<file path="config.mk">
export PLATFORM = sky130hd
export DESIGN_NAME = eeprom_sel_ctrl
export DESIGN_NICKNAME = d
export VERILOG_FILES = /design/src/hdl/eeprom_sel_pkg.sv /design/src/hdl/eeprom_sel_ctrl.sv
export SDC_FILE = /design/constraint.sdc
export NUM_CORES = 1
export LEC_CHECK = 0
export BUFFER_PORTS_ARGS = -buffer_cell sky130_fd_sc_hd__buf_2
export CORE_UTILIZATION = 41
export DETAILED_ROUTE_END_ITERATION = 7
export GPL_ROUTABILITY_DRIVEN = 0
export SLEW_MARGIN = 20
export SYNTH_ARGS = -nofsm -noshare
export SYNTH_HDL_FRONTEND = slang
export SYNTH_SLANG_ARGS = --single-unit
export TNS_END_PERCENT = 20
</file>
<file path="constraint.sdc">
create_clock -name sys_clk -period 3.6 [get_ports sys_clk]
set_input_delay 0.36 -clock sys_clk [delete_from_list [all_inputs] [get_ports sys_clk]]
set_output_delay 0.36 -clock sys_clk [all_outputs]
set_load 0.02 [all_outputs]
</file>
<file path="src/hdl/eeprom_sel_pkg.sv">
// constants and types for the serial eeprom select/output control block
package eeprom_sel_pkg;
  localparam int unsigned SYS_CLK_HZ    = 200_000_000;
  localparam int unsigned WRITE_TIME_MS = 6;
  localparam int unsigned WRITE_CYCLES  = SYS_CLK_HZ / 1000 * WRITE_TIME_MS;
  localparam int unsigned CNT_W         = 24;
  localparam int unsigned BIT_CNT_W     = 3;
  localparam logic [2:0]  BIT_CNT_RST   = 3'h0;
  localparam logic [7:0]  BYTE_RST      = 8'h00;
  localparam logic [7:0]  CMD_WRITE_EN  = 8'h06;
  localparam logic [7:0]  CMD_WRITE_DIS = 8'h04;
  localparam logic [7:0]  CMD_WRITE     = 8'h02;
  localparam logic [7:0]  CMD_WRITE_SR  = 8'h01;
  localparam logic [7:0]  CMD_READ      = 8'h03;
  localparam logic [7:0]  CMD_READ_SR   = 8'h05;

  typedef enum logic [3:0] {
    ST_POWERUP = 4'h1,
    ST_STANDBY = 4'h2,
    ST_ACTIVE  = 4'h4,
    ST_PROGRAM = 4'h8
  } dev_state_t;
endpackage

</file>
<file path="src/hdl/eeprom_sel_ctrl.sv">
// chip select, serial output and self-timed write cycle control
//
// Operation
// - selected only while chip select low
// - chip select high: standby unless programming
// - started programming cycle always runs to end
// - deselected during programming: standby afterwards
// - output high impedance whenever deselected
// - chip select rise after write starts programming
// - first chip select low required after powerup
// - output bit changes after serial clock fall
// - write cycle lasts at most 6 ms
// - input bits captured on serial clock rise
// - bytes shifted most significant bit first
// - pause low forces output high impedance
`timescale 1ns/1ps
`default_nettype none
module eeprom_sel_ctrl
  import eeprom_sel_pkg::*;
#(
  parameter int unsigned WRITE_CNT = WRITE_CYCLES
) (
  input  wire logic       sys_clk,
  input  wire logic       nrst,
  input  wire logic       cs_n,
  input  wire logic       sck,
  input  wire logic       si,
  input  wire logic       pause_n,
  input  wire logic       rd_bit,
  output var  logic       so_o,
  output var  logic       so_oe_n,
  output var  logic       standby,
  output var  logic       busy,
  output var  logic       rd_shift,
  output var  logic [7:0] rx_byte,
  output var  logic       rx_valid
);
  import eeprom_sel_pkg::*;

  // ==========================================================
  // state
  typedef struct packed {
    logic [1:0]       cs_s;
    logic [1:0]       sck_s;
    logic [1:0]       si_s;
    logic [1:0]       pause_s;
    logic             sck_d;
    logic             cs_d;
    dev_state_t       st;
    logic [BIT_CNT_W-1:0] bits;
    logic [7:0]       shreg;
    logic             first_byte;
    logic             wr_latch;
    logic             wr_seq;
    logic [CNT_W-1:0] wcnt;
    logic             so;
    logic             oe_n;
    logic             stby;
    logic             rd_sh;
    logic [7:0]       rxb;
    logic             rxv;
  } state_t;

  state_t s_r, s_nxt;

  logic sel, sck_rise, sck_fall, cs_rise, cs_fall;

  // ==========================================================
  // next state
  always_comb begin
    s_nxt = s_r;
    // pins pass two flops; logic reads the second stage, edge detect also its delayed copy (sck_d, cs_d)
    s_nxt.cs_s    = {s_r.cs_s[0], cs_n};
    s_nxt.sck_s   = {s_r.sck_s[0], sck};
    s_nxt.si_s    = {s_r.si_s[0], si};
    s_nxt.pause_s = {s_r.pause_s[0], pause_n};
    s_nxt.sck_d   = s_r.sck_s[1];
    s_nxt.cs_d    = s_r.cs_s[1];
    s_nxt.rxv     = 1'b0;
    s_nxt.rd_sh   = 1'b0;
    sel      = ~s_r.cs_s[1];
    sck_rise = s_r.sck_s[1] & ~s_r.sck_d;
    sck_fall = ~s_r.sck_s[1] & s_r.sck_d;
    cs_rise  = s_r.cs_s[1] & ~s_r.cs_d;
    cs_fall  = ~s_r.cs_s[1] & s_r.cs_d;

    case (s_r.st)
      ST_POWERUP: begin
        if (sel) begin
          s_nxt.st = ST_STANDBY;
        end
      end
      ST_STANDBY: begin
        if (cs_fall) begin
          s_nxt.st         = ST_ACTIVE;
          s_nxt.bits       = BIT_CNT_RST;
          s_nxt.first_byte = 1'b1;
          s_nxt.wr_seq     = 1'b0;
        end
      end
      ST_ACTIVE: begin
        if (!sel) begin
          // commit on the rising select edge only for a whole write
          if (cs_rise && s_r.wr_seq && s_r.bits == BIT_CNT_RST) begin
            s_nxt.st   = ST_PROGRAM;
            s_nxt.wcnt = '0;
            s_nxt.wr_latch = 1'b0;
          end else begin
            s_nxt.st = ST_STANDBY;
          end
        end else if (s_r.pause_s[1] && sck_rise) begin
          s_nxt.shreg = {s_r.shreg[6:0], s_r.si_s[1]};
          s_nxt.bits  = s_r.bits + 3'h1;
          if (s_r.bits == 3'h7) begin
            s_nxt.rxb = {s_r.shreg[6:0], s_r.si_s[1]};
            s_nxt.rxv = 1'b1;
            s_nxt.first_byte = 1'b0;
            if (s_r.first_byte) begin
              case ({s_r.shreg[6:0], s_r.si_s[1]})
                CMD_WRITE_EN:  s_nxt.wr_latch = 1'b1;
                CMD_WRITE_DIS: s_nxt.wr_latch = 1'b0;
                CMD_WRITE, CMD_WRITE_SR: s_nxt.wr_seq = s_r.wr_latch;
                default: ;
              endcase
            end
          end
        end else if (s_r.pause_s[1] && sck_fall) begin
          s_nxt.so    = rd_bit;
          s_nxt.rd_sh = 1'b1;
        end
      end
      ST_PROGRAM: begin
        // select pin ignored until the timer expires
        s_nxt.wcnt = s_r.wcnt + {{(CNT_W-1){1'b0}}, 1'b1};
        if (s_r.wcnt == CNT_W'(WRITE_CNT - 1)) begin
          s_nxt.st = ST_STANDBY;
        end
      end
      default: s_nxt.st = ST_POWERUP;
    endcase

    s_nxt.oe_n = !(s_nxt.st == ST_ACTIVE && s_r.pause_s[1]);
    s_nxt.stby = (s_nxt.st == ST_STANDBY) || (s_nxt.st == ST_POWERUP);
  end

  // ==========================================================
  // registers
  always_ff @(posedge sys_clk or negedge nrst) begin
    if (!nrst) begin
      s_r <= '{cs_s: 2'h3, sck_s: 2'h0, si_s: 2'h0, pause_s: 2'h3, sck_d: 1'b0,
               cs_d: 1'b1, st: ST_POWERUP, bits: BIT_CNT_RST, shreg: BYTE_RST,
               first_byte: 1'b1, wr_latch: 1'b0, wr_seq: 1'b0, wcnt: '0,
               so: 1'b0, oe_n: 1'b1, stby: 1'b1, rd_sh: 1'b0, rxb: BYTE_RST,
               rxv: 1'b0};
    end else begin
      s_r <= s_nxt;
    end
  end

  assign so_o     = s_r.so;
  assign so_oe_n  = s_r.oe_n;
  assign standby  = s_r.stby;
  assign busy     = s_r.st[3];   // one-hot program bit, straight from its flop
  assign rd_shift = s_r.rd_sh;
  assign rx_byte  = s_r.rxb;
  assign rx_valid = s_r.rxv;
endmodule // eeprom_sel_ctrl
`default_nettype wire

</file>
# Yosys cells after proc, flatten, opt, wreduce, memory -nomap -nowiden
# Cells that the tools add are included.
[word_totals]
reg_bits = 65
latch_bits = 0
ramBits = 0
rom_bits = 0
in_bits = 7
output_inout_bits = 14
word_cells = 104
n_memories = 0
[op_classes]
addsub = 2
n_mul = 0
n_div = 0
n_lt_le_gt_ge = 0
eq_ne = 22
shift = 0
n_mux = 29
bitwise_logic = 9
n_reduce_logical = 23
[ops]
columns = ["operator", "n"]
rows = [
  ["$mux W24", 2],
  ["$pmux W24 S2", 1],
  ["$add A24 B1 Y24 const B", 1],
  ["$eq A24 B21 Y1 const B", 1],
  ["$mux W10", 2],
  ["$mux W9", 2],
  ["$eq A8 B3 Y1 const B", 2],
  ["$mux W4", 4],
  ["$pmux W4 S4", 1],
  ["$mux W14", 1],
  ["$ne A2 B2 Y1 const B", 7],
  ["$mux W12", 1],
  ["$reduce_and A4 Y1", 3],
  ["$reduce_bool A2 Y1", 5],
  ["$eq A4 B1 Y1 const B", 2],
  ["$eq A4 B2 Y1 const B", 2],
  ["$eq A4 B3 Y1 const B", 2],
  ["$eq A8 B1 Y1 const B", 1],
  ["$eq A8 B2 Y1 const B", 1],
  ["$mux W1", 8],
  ["$mux W7", 1],
  ["$reduce_and A7 Y1", 1],
  ["$pmux W1 S2", 3],
  ["$pmux W3 S2", 1],
  ["other kinds (17)", 30],
]

# Depth between registers and ports, before layout
# Gate-level depths: netlist of the first run.
[logic_depth]
word_depth = 10
mapped_depth = 7
depth_no_buf = 6

# Least setup slack after synthesis of the first run
# No wires, ideal clock.
[synth_timing]
path_type = "register -> register"
from = "register s_r (netlist bit busy)"
to = "register s_r[40] (netlist name)"
setup_time_ps = 125
arrival_time_ps = 2023
required_time_ps = 3475
slack_ps = 1453
path_stages_with_launch = 5
path_buffers = 0
period_less_slack_ps = 2147
path_cell_list = "dfrtp_1 -> nor4b_1 -> nand3_1 -> nor2_2 -> mux2_2"
[synth_via]
elab_chain_cells = 2
[synth_rtl]
columns = ["element", "line", "rtl"]
rows = [
  ["start, declared", "eeprom_sel_ctrl.sv:64", "state_t s_r, s_nxt;"],
  ["start signal, assigned", "eeprom_sel_ctrl.sv:150", "s_r <= '{cs_s: 2'h3, sck_s: 2'h0, si_s: 2'h0, pause_s: 2'h3, sck_d: 1'b0,"],
  ["start signal, assigned", "eeprom_sel_ctrl.sv:156", "s_r <= s_nxt;"],
  ["$eq A4 B3 Y1", "eeprom_sel_ctrl.sv:87", "case (s_r.st)"],
  ["$reduce_and A3 Y1 (no source line)", "--", ""],
]
# Every way passes these cells.
# A chain may end at the register's enable or synchronous reset.

# Final worst setup path of the first run
[layout_timing]
from = "register s_r[52] (netlist name)"
to = "register s_r[38] (netlist name)"
[layout_via]
elab_chain_cells = 2
[layout_rtl]
columns = ["element", "line"]
rows = [
  ["$eq A4 B3 Y1", "eeprom_sel_ctrl.sv:87"],
  ["$reduce_and A6 Y1 (no source line)", "--"],
]
# Every way passes these cells.

==> results.json, run 1 <==
{
  "status": "finished, final reports clean",
  "cts.reportedPaths.clkPinSlew_ns": 0.07,
  "drt-initial-drc-count": 86,
  "cts_tree": "done",
  "die-area_mm2": 0.00759,
  "syn_area_mm2": 0.00297,
  "antenna_left": 0,
  "fillCellCount": 657,
  "required_ns": 3.86,
  "seqPwrFrac": 0.508,
  "power_mw": 1.56,
  "stdcell_area_mm2": 0.00334,
  "slew_violations": 0,
  "cts_root_buf": "clkbuf_8",
  "dpl_cell_area_mm2": 0.00312,
  "layout_commonest_cell": "dfrtp_1",
  "grtUsageTotal": 0.158,
  "cts_buffers": 9,
  "clk_latency_ns": 0.35,
  "drt_wl_total_um": 5410,
  "ctsResizeCount": 0,
  "cts_setup_buffers": 0,
  "tns_ns": 0,
  "maxCapViolations": 0,
  "via_per_inst": 5.34,
  "cts_hold_buf": 0,
  "p_sw_uw": 365,
  "row_count": 30,
  "core-area_mm2": 0.00691,
  "synth_compound_area_frac": 0.0986,
  "skew_ns": 0.0112,
  "pin_count": 21,
  "arrival_ns": 2.70,
  "hold_path_class": "in2async",
  "synth_xor_area_frac": 0.0236,
  "drc": 0,
  "fp.dieW_um": 87.1,
  "synth_seq_cells": 64,
  "grt_max_degree": 30,
  "setup_violations": 0,
  "final_util": 0.483,
  "synth_top_family_by_area": "simple AND/OR/NAND/NOR gates",
  "p_int_mw": 1.20,
  "clockBufferDepth": 2,
  "layout_common_cells": "dfrtp_1 (55), buf_2 (20), a21oi_1 (17), mux2_2 (17), or4_1 (15)",
  "syn_area_per_cell_um2": 11.2,
  "grt_pass1_wl_um": 9070,
  "ys_warn_count": 0,
  "fmax_mhz": 410,
  "cts.sink_count": 64,
  "regArea_mm2": 0.00161,
  "cp-start-kind": "register",
  "gr-total-overflow": 0,
  "hold_viol_final": 0,
  "multiInputGateArea_mm2": 0.00121,
  "n_antenna_cell": 0,
  "wire_per_inst_um": 14.2,
  "combPwrFrac": 0.066,
  "post-dp-hpwl_um": 3560,
  "firstDrtPassIters": 4,
  "fin_nets": 291,
  "die_h_um": 87.1,
  "cts_htree_levels": 3,
  "p_leak_nw": 1.45,
  "rsz0062_at_grt": "no",
  "ys_seq_area_frac": 0.543,
  "power.share.switching": 0.234,
  "syn_nets": 277,
  "grt_pass1_vias": 1943,
  "area.growth.synth_to_final_pct": 12.4,
  "ys_types": 46,
  "min_period_ns": 2.44,
  "clockPowerShare": 0.426,
  "vias": 2036,
  "synth_mux_area_frac": 0.0712,
  "critical_path_class": "reg2reg",
  "yosys.area_share.simple": 0.199,
  "max_slew_margin": 0.439,
  "io_buffers": 20,
  "end_kind": "register",
  "fin_crit_sh": 0.677,
  "whs_ns": 0.0479,
  "crit_path_max_fanout": 10,
  "max_slew.worst_pin.slew_ns": 0.830,
  "start_util": 0.430,
  "netlist_instances": 266,
  "power_density_mw_per_mm2": 468,
  "yosys.area_share.adder": 0.0169,
  "peakVddDrop_uv": 258,
  "drive_gt1_frac": 0.235,
  "antenna_found_initial": 0
}
## routing by layer
metal  track usage  wire (um)  vias to the layer above
li1              -          -                     1006
met1         0.195       2610                      998
met2         0.258       2570                       23
met3        0.0483        157                        9
met4        0.0626         75                        0
met5             0          0                        -
## logic make-up (layout without fill, tap and decap cells)
family	after synthesis	count (layout)
flops	64	64
xor+xnor	8	8
simple gates	97	97
buf+inv	29	48
fa+ha+maj	4	4
mux	19	19
compound gates	45	45
## synth_stat cells, drive strengths merged
library cell  number  area, um^2
mux2              17         191
or2                2        12.5
nor4bb             3        30.0
a22o               3        26.3
nand2             12        45.0
nor4b              3        26.3
o21ai              4        20.0
clkbuf             8        30.0
nor2              11        43.8
nand3             13        65.1
and3               1        6.26
or4               15         113
nor3               7        35.0
xor2               5        43.8
a21o               1        7.51
nor2b              3        18.8
o31a               1        8.76
a21oi             17        85.1
nand3b             1        7.51
dfrtp             55        1380
buf               12        77.6
nand2b             1        6.26
o21a               3        22.5
a2bb2oi            1        8.76
dfstp              9         236
and2               2        12.5
or4bb              1        11.3
o22ai              1        6.26
a221o              1        10.0
inv                9        33.8
nand4b             2        17.5
xnor2              3        26.3
ha                 4        50.1
nand4              8        50.1
or4b               2        20.0
o31ai             13        97.6
nor4               4        25.0
and4               2        17.5
nor3b              2        15.0
mux2i              2        20.0
or3                2        12.5
## registers in the layout (all words and copies together) (netlist names)
signal and flops:
rx_valid 1, so_oe_n 1, so_o 1, s_nxt 6, busy 1, standby 1
rx_byte 8, rd_shift 1, s_r 44
## power by group through the flow
| stage | clock (mW) | sequential [mW] | combinational, mW |
|---|---|---|---|
| 4_1_cts | 0.685 | 0.793 | 0.105 |
| 3_3_place_gp | 0 | 0.803 | 0.100 |
| 6_report | 0.666 | 0.793 | 0.104 |
| 3_5_place_dp | 0 | 0.806 | 0.104 |
| 5_1_grt | 0.713 | 0.799 | 0.119 |
| 2_1_floorplan | 0 | 0.803 | 0.0624 |
## worst paths after layout
path / startpoint / to / slack [ns] / cells after the start
worst max register to register: s_r[52]$_DFF_PN0_ / s_r[38]$_DFFE_PN0P_ / 1.16 / 4
min in group sys_clk: cs_n / s_nxt[64]$_DFF_PN1_ / 0.11 / 1
worst min-delay path: nrst / s_r[26]$_DFFE_PN0P_ / 0.05 / 1
worst max-delay path: s_r[52]$_DFF_PN0_ / s_r[38]$_DFFE_PN0P_ / 1.16 / 4
worst min register to register: s_nxt[62]$_DFF_PN0_ / s_nxt[56]$_DFF_PN0_ / 0.35 / 0
max in group asynchronous: nrst / s_r[36]$_DFFE_PN0P_ / 2.73 / 3
## critical path, stage by stage, from the launching register on
cell	delay (ns)
dfrtp_1	0.45
nor4b_1	0.75
nand3_1	0.58
o21ai_0	0.36
mux2i_1	0.21
## through the flow
stage	worst slack, ns	cells
after floorplan	1.45	266
after global placement	1.18	364
after detailed placement	1.12	365
final	1.16	381
after global routing	0.823	381
after CTS	1.12	381
## cell type report
class / count / share of cell area
repair buffers: 23 / 0.0427
clock inverters: 6 / 0.0255
inverters: 9 / 0.0101
clock buffers: 10 / 0.0382
multi-input cells: 173 / 0.364
flip-flops and latches: 64 / 0.483
well taps: 96 / 0.0360
(Power assumes the default switching activity.)
==> inputs of run 2 (changes only) <==
==> constraint.sdc (replaced) <==
create_clock -name sys_clk -period 2.1 [get_ports sys_clk]
set_input_delay 0.21 -clock sys_clk [delete_from_list [all_inputs] [get_ports sys_clk]]
set_output_delay 0.21 -clock sys_clk [all_outputs]
set_load 0.02 [all_outputs]
==> results.json, run 2 (synthesized netlist as in run 1, its figures left out) <==
{
  "end_kind": "register",
  "p_sw_uw": 666,
  "antenna_found_initial": 0,
  "p_int_mw": 1.99,
  "cts_root_buf": "clkbuf_8",
  "via_per_inst": 5.42,
  "critical_path_class": "reg2reg",
  "die_h_um": 87.1,
  "cts.reportedPaths.clkPinSlew_ns": 0.08,
  "crit_path_max_fanout": 7,
  "cts_buffers": 9,
  "peakVddDrop_uv": 463,
  "drt-initial-drc-count": 49,
  "grtUsageTotal": 0.173,
  "crit_path_frequent_cell": "buf_4",
  "cts_tree": "done",
  "power_density_mw_per_mm2": 756,
  "clockPowerShare": 0.409,
  "firstDrtPassIters": 4,
  "stdcell_count": 403,
  "vias": 2185,
  "p_leak_nw": 1.55,
  "combPwrFrac": 0.084,
  "cp_slowest_stage_delay_ns": 0.39,
  "pin_count": 21,
  "power.share.switching": 0.251,
  "max_slew_margin": 0.640,
  "n_antenna_cell": 0,
  "drt_wl_total_um": 5830,
  "max_slew.worst_pin.slew_ns": 0.535,
  "layout_common_cells": "dfrtp_1 (55), buf_2 (20), buf_4 (19)",
  "setup_violations": 0,
  "row_count": 30,
  "cp-start-kind": "register",
  "maxCapViolations": 0,
  "io_buffers": 20,
  "fmax_mhz": 504,
  "grt_pass1_vias": 2092,
  "largest_reg_flops": 44,
  "rsz0062_at_grt": "no",
  "grt_pass1_wl_um": 10000,
  "drc": 0,
  "cp.buffers_inverters": 2,
  "area.growth.synth_to_final_pct": 18.5,
  "cts_htree_levels": 3,
  "cpMaxStageDelayCell": "dfrtp_1",
  "core-area_mm2": 0.00691,
  "die-area_mm2": 0.00759,
  "skew_ns": 0.00975,
  "finalWorstSetupSlack_ns": 0.116,
  "path_cells": "buf_4, nor4b_2, nand3_1, nor2_2, buf_4, mux2_2",
  "min_period_ns": 1.98,
  "post-dp-hpwl_um": 3760,
  "top_register": "s_r",
  "hold_viol_final": 0,
  "slew_violations": 0,
  "pre_cts_ws_ns": -0.00923,
  "gr-total-overflow": 0,
  "required_ns": 2.33,
  "wire_per_inst_um": 14.5,
  "start_util": 0.430,
  "hold_path_class": "in2reg",
  "power_mw": 2.66,
  "antenna_left": 0,
  "clk_latency_ns": 0.35,
  "fin_crit_sh": 0.945,
  "tns_ns": 0,
  "fin_nets": 313,
  "seqPwrFrac": 0.507,
  "cts.sink_count": 64,
  "layout_commonest_cell": "dfrtp_1",
  "arrival_ns": 2.22,
  "status": "finished, final reports clean",
  "placed_cells_incl_taps": 380,
  "fp.dieW_um": 87.1,
  "dpl_cell_area_mm2": 0.00323,
  "drive_gt1_frac": 0.290,
  "stdcell_area_mm2": 0.00352,
  "clockBufferDepth": 2,
  "crit_family": "simple AND/OR/NAND/NOR gates",
  "grt_max_degree": 65
}
==> run 2: final timing paths <==
check | from | endpoint | slack [ns] | cells after the start
worst max-delay path | s_r[52]$_DFF_PN0_ | s_r[44]$_DFFE_PN0P_ | 0.12 | 6
worst min-delay path | rd_bit | so_o$_DFFE_PN0P_ | 0.09 | 2
max in group asynchronous | nrst | s_nxt[55]$_DFF_PN1_ | 1.36 | 3
min in group asynchronous | nrst | s_r[27]$_DFFE_PN0P_ | 0.42 | 3
worst max register to register | s_r[52]$_DFF_PN0_ | s_r[44]$_DFFE_PN0P_ | 0.12 | 6
worst min register to register | s_nxt[60]$_DFF_PN0_ | s_r[60]$_DFF_PN0_ | 0.35 | 0
==> run 2: area by class of cell <==
class | instances | area (um^2)
flip-flops and latches | 64 | 1610
fillers | 643 | 3390
well taps | 96 | 120
repair buffers | 45 | 313
clock inverters | 6 | 68.8
inverters | 9 | 33.8
clock buffers | 10 | 138
multi-input cells | 173 | 1230
==> run 2: power groups by stage <==
stage / sequential (mW) / combinational [mW] / clock [mW]
6_report: 1.35 / 0.223 / 1.09
5_1_grt: 1.35 / 0.248 / 1.18
4_1_cts: 1.35 / 0.223 / 1.13
3_5_place_dp: 1.37 / 0.210 / 0
3_3_place_gp: 1.36 / 0.208 / 0
2_1_floorplan: 1.38 / 0.107 / 0
==> run 2: what timing repair did <==
action / in CTS / in global routing
hold buffers: 5 / 0
endpoints found under the setup margin: 9 / 12
buffers inserted: 0 / 2
gates resized for setup: 2 / 2
endpoints found under the hold margin: 59 / 0
==> run 2: per-layer routing <==
metal | GRT usage | vias to the layer above | wire, um
li1 | - | 1054 | -
met1 | 0.218 | 1092 | 2730
met2 | 0.279 | 32 | 2820
met3 | 0.0531 | 7 | 207
met4 | 0.0700 | 0 | 68
met5 | 0 | - | 0
==> run 2: metrics by stage <==
stage	util	hold slack (ns)
finish	0.509	0.0932
global route	0.509	0.0750
CTS	0.506	0.0786
detailed placement	0.468	0.253
global placement	0.468	0.250
floorplan	-	-0.0856
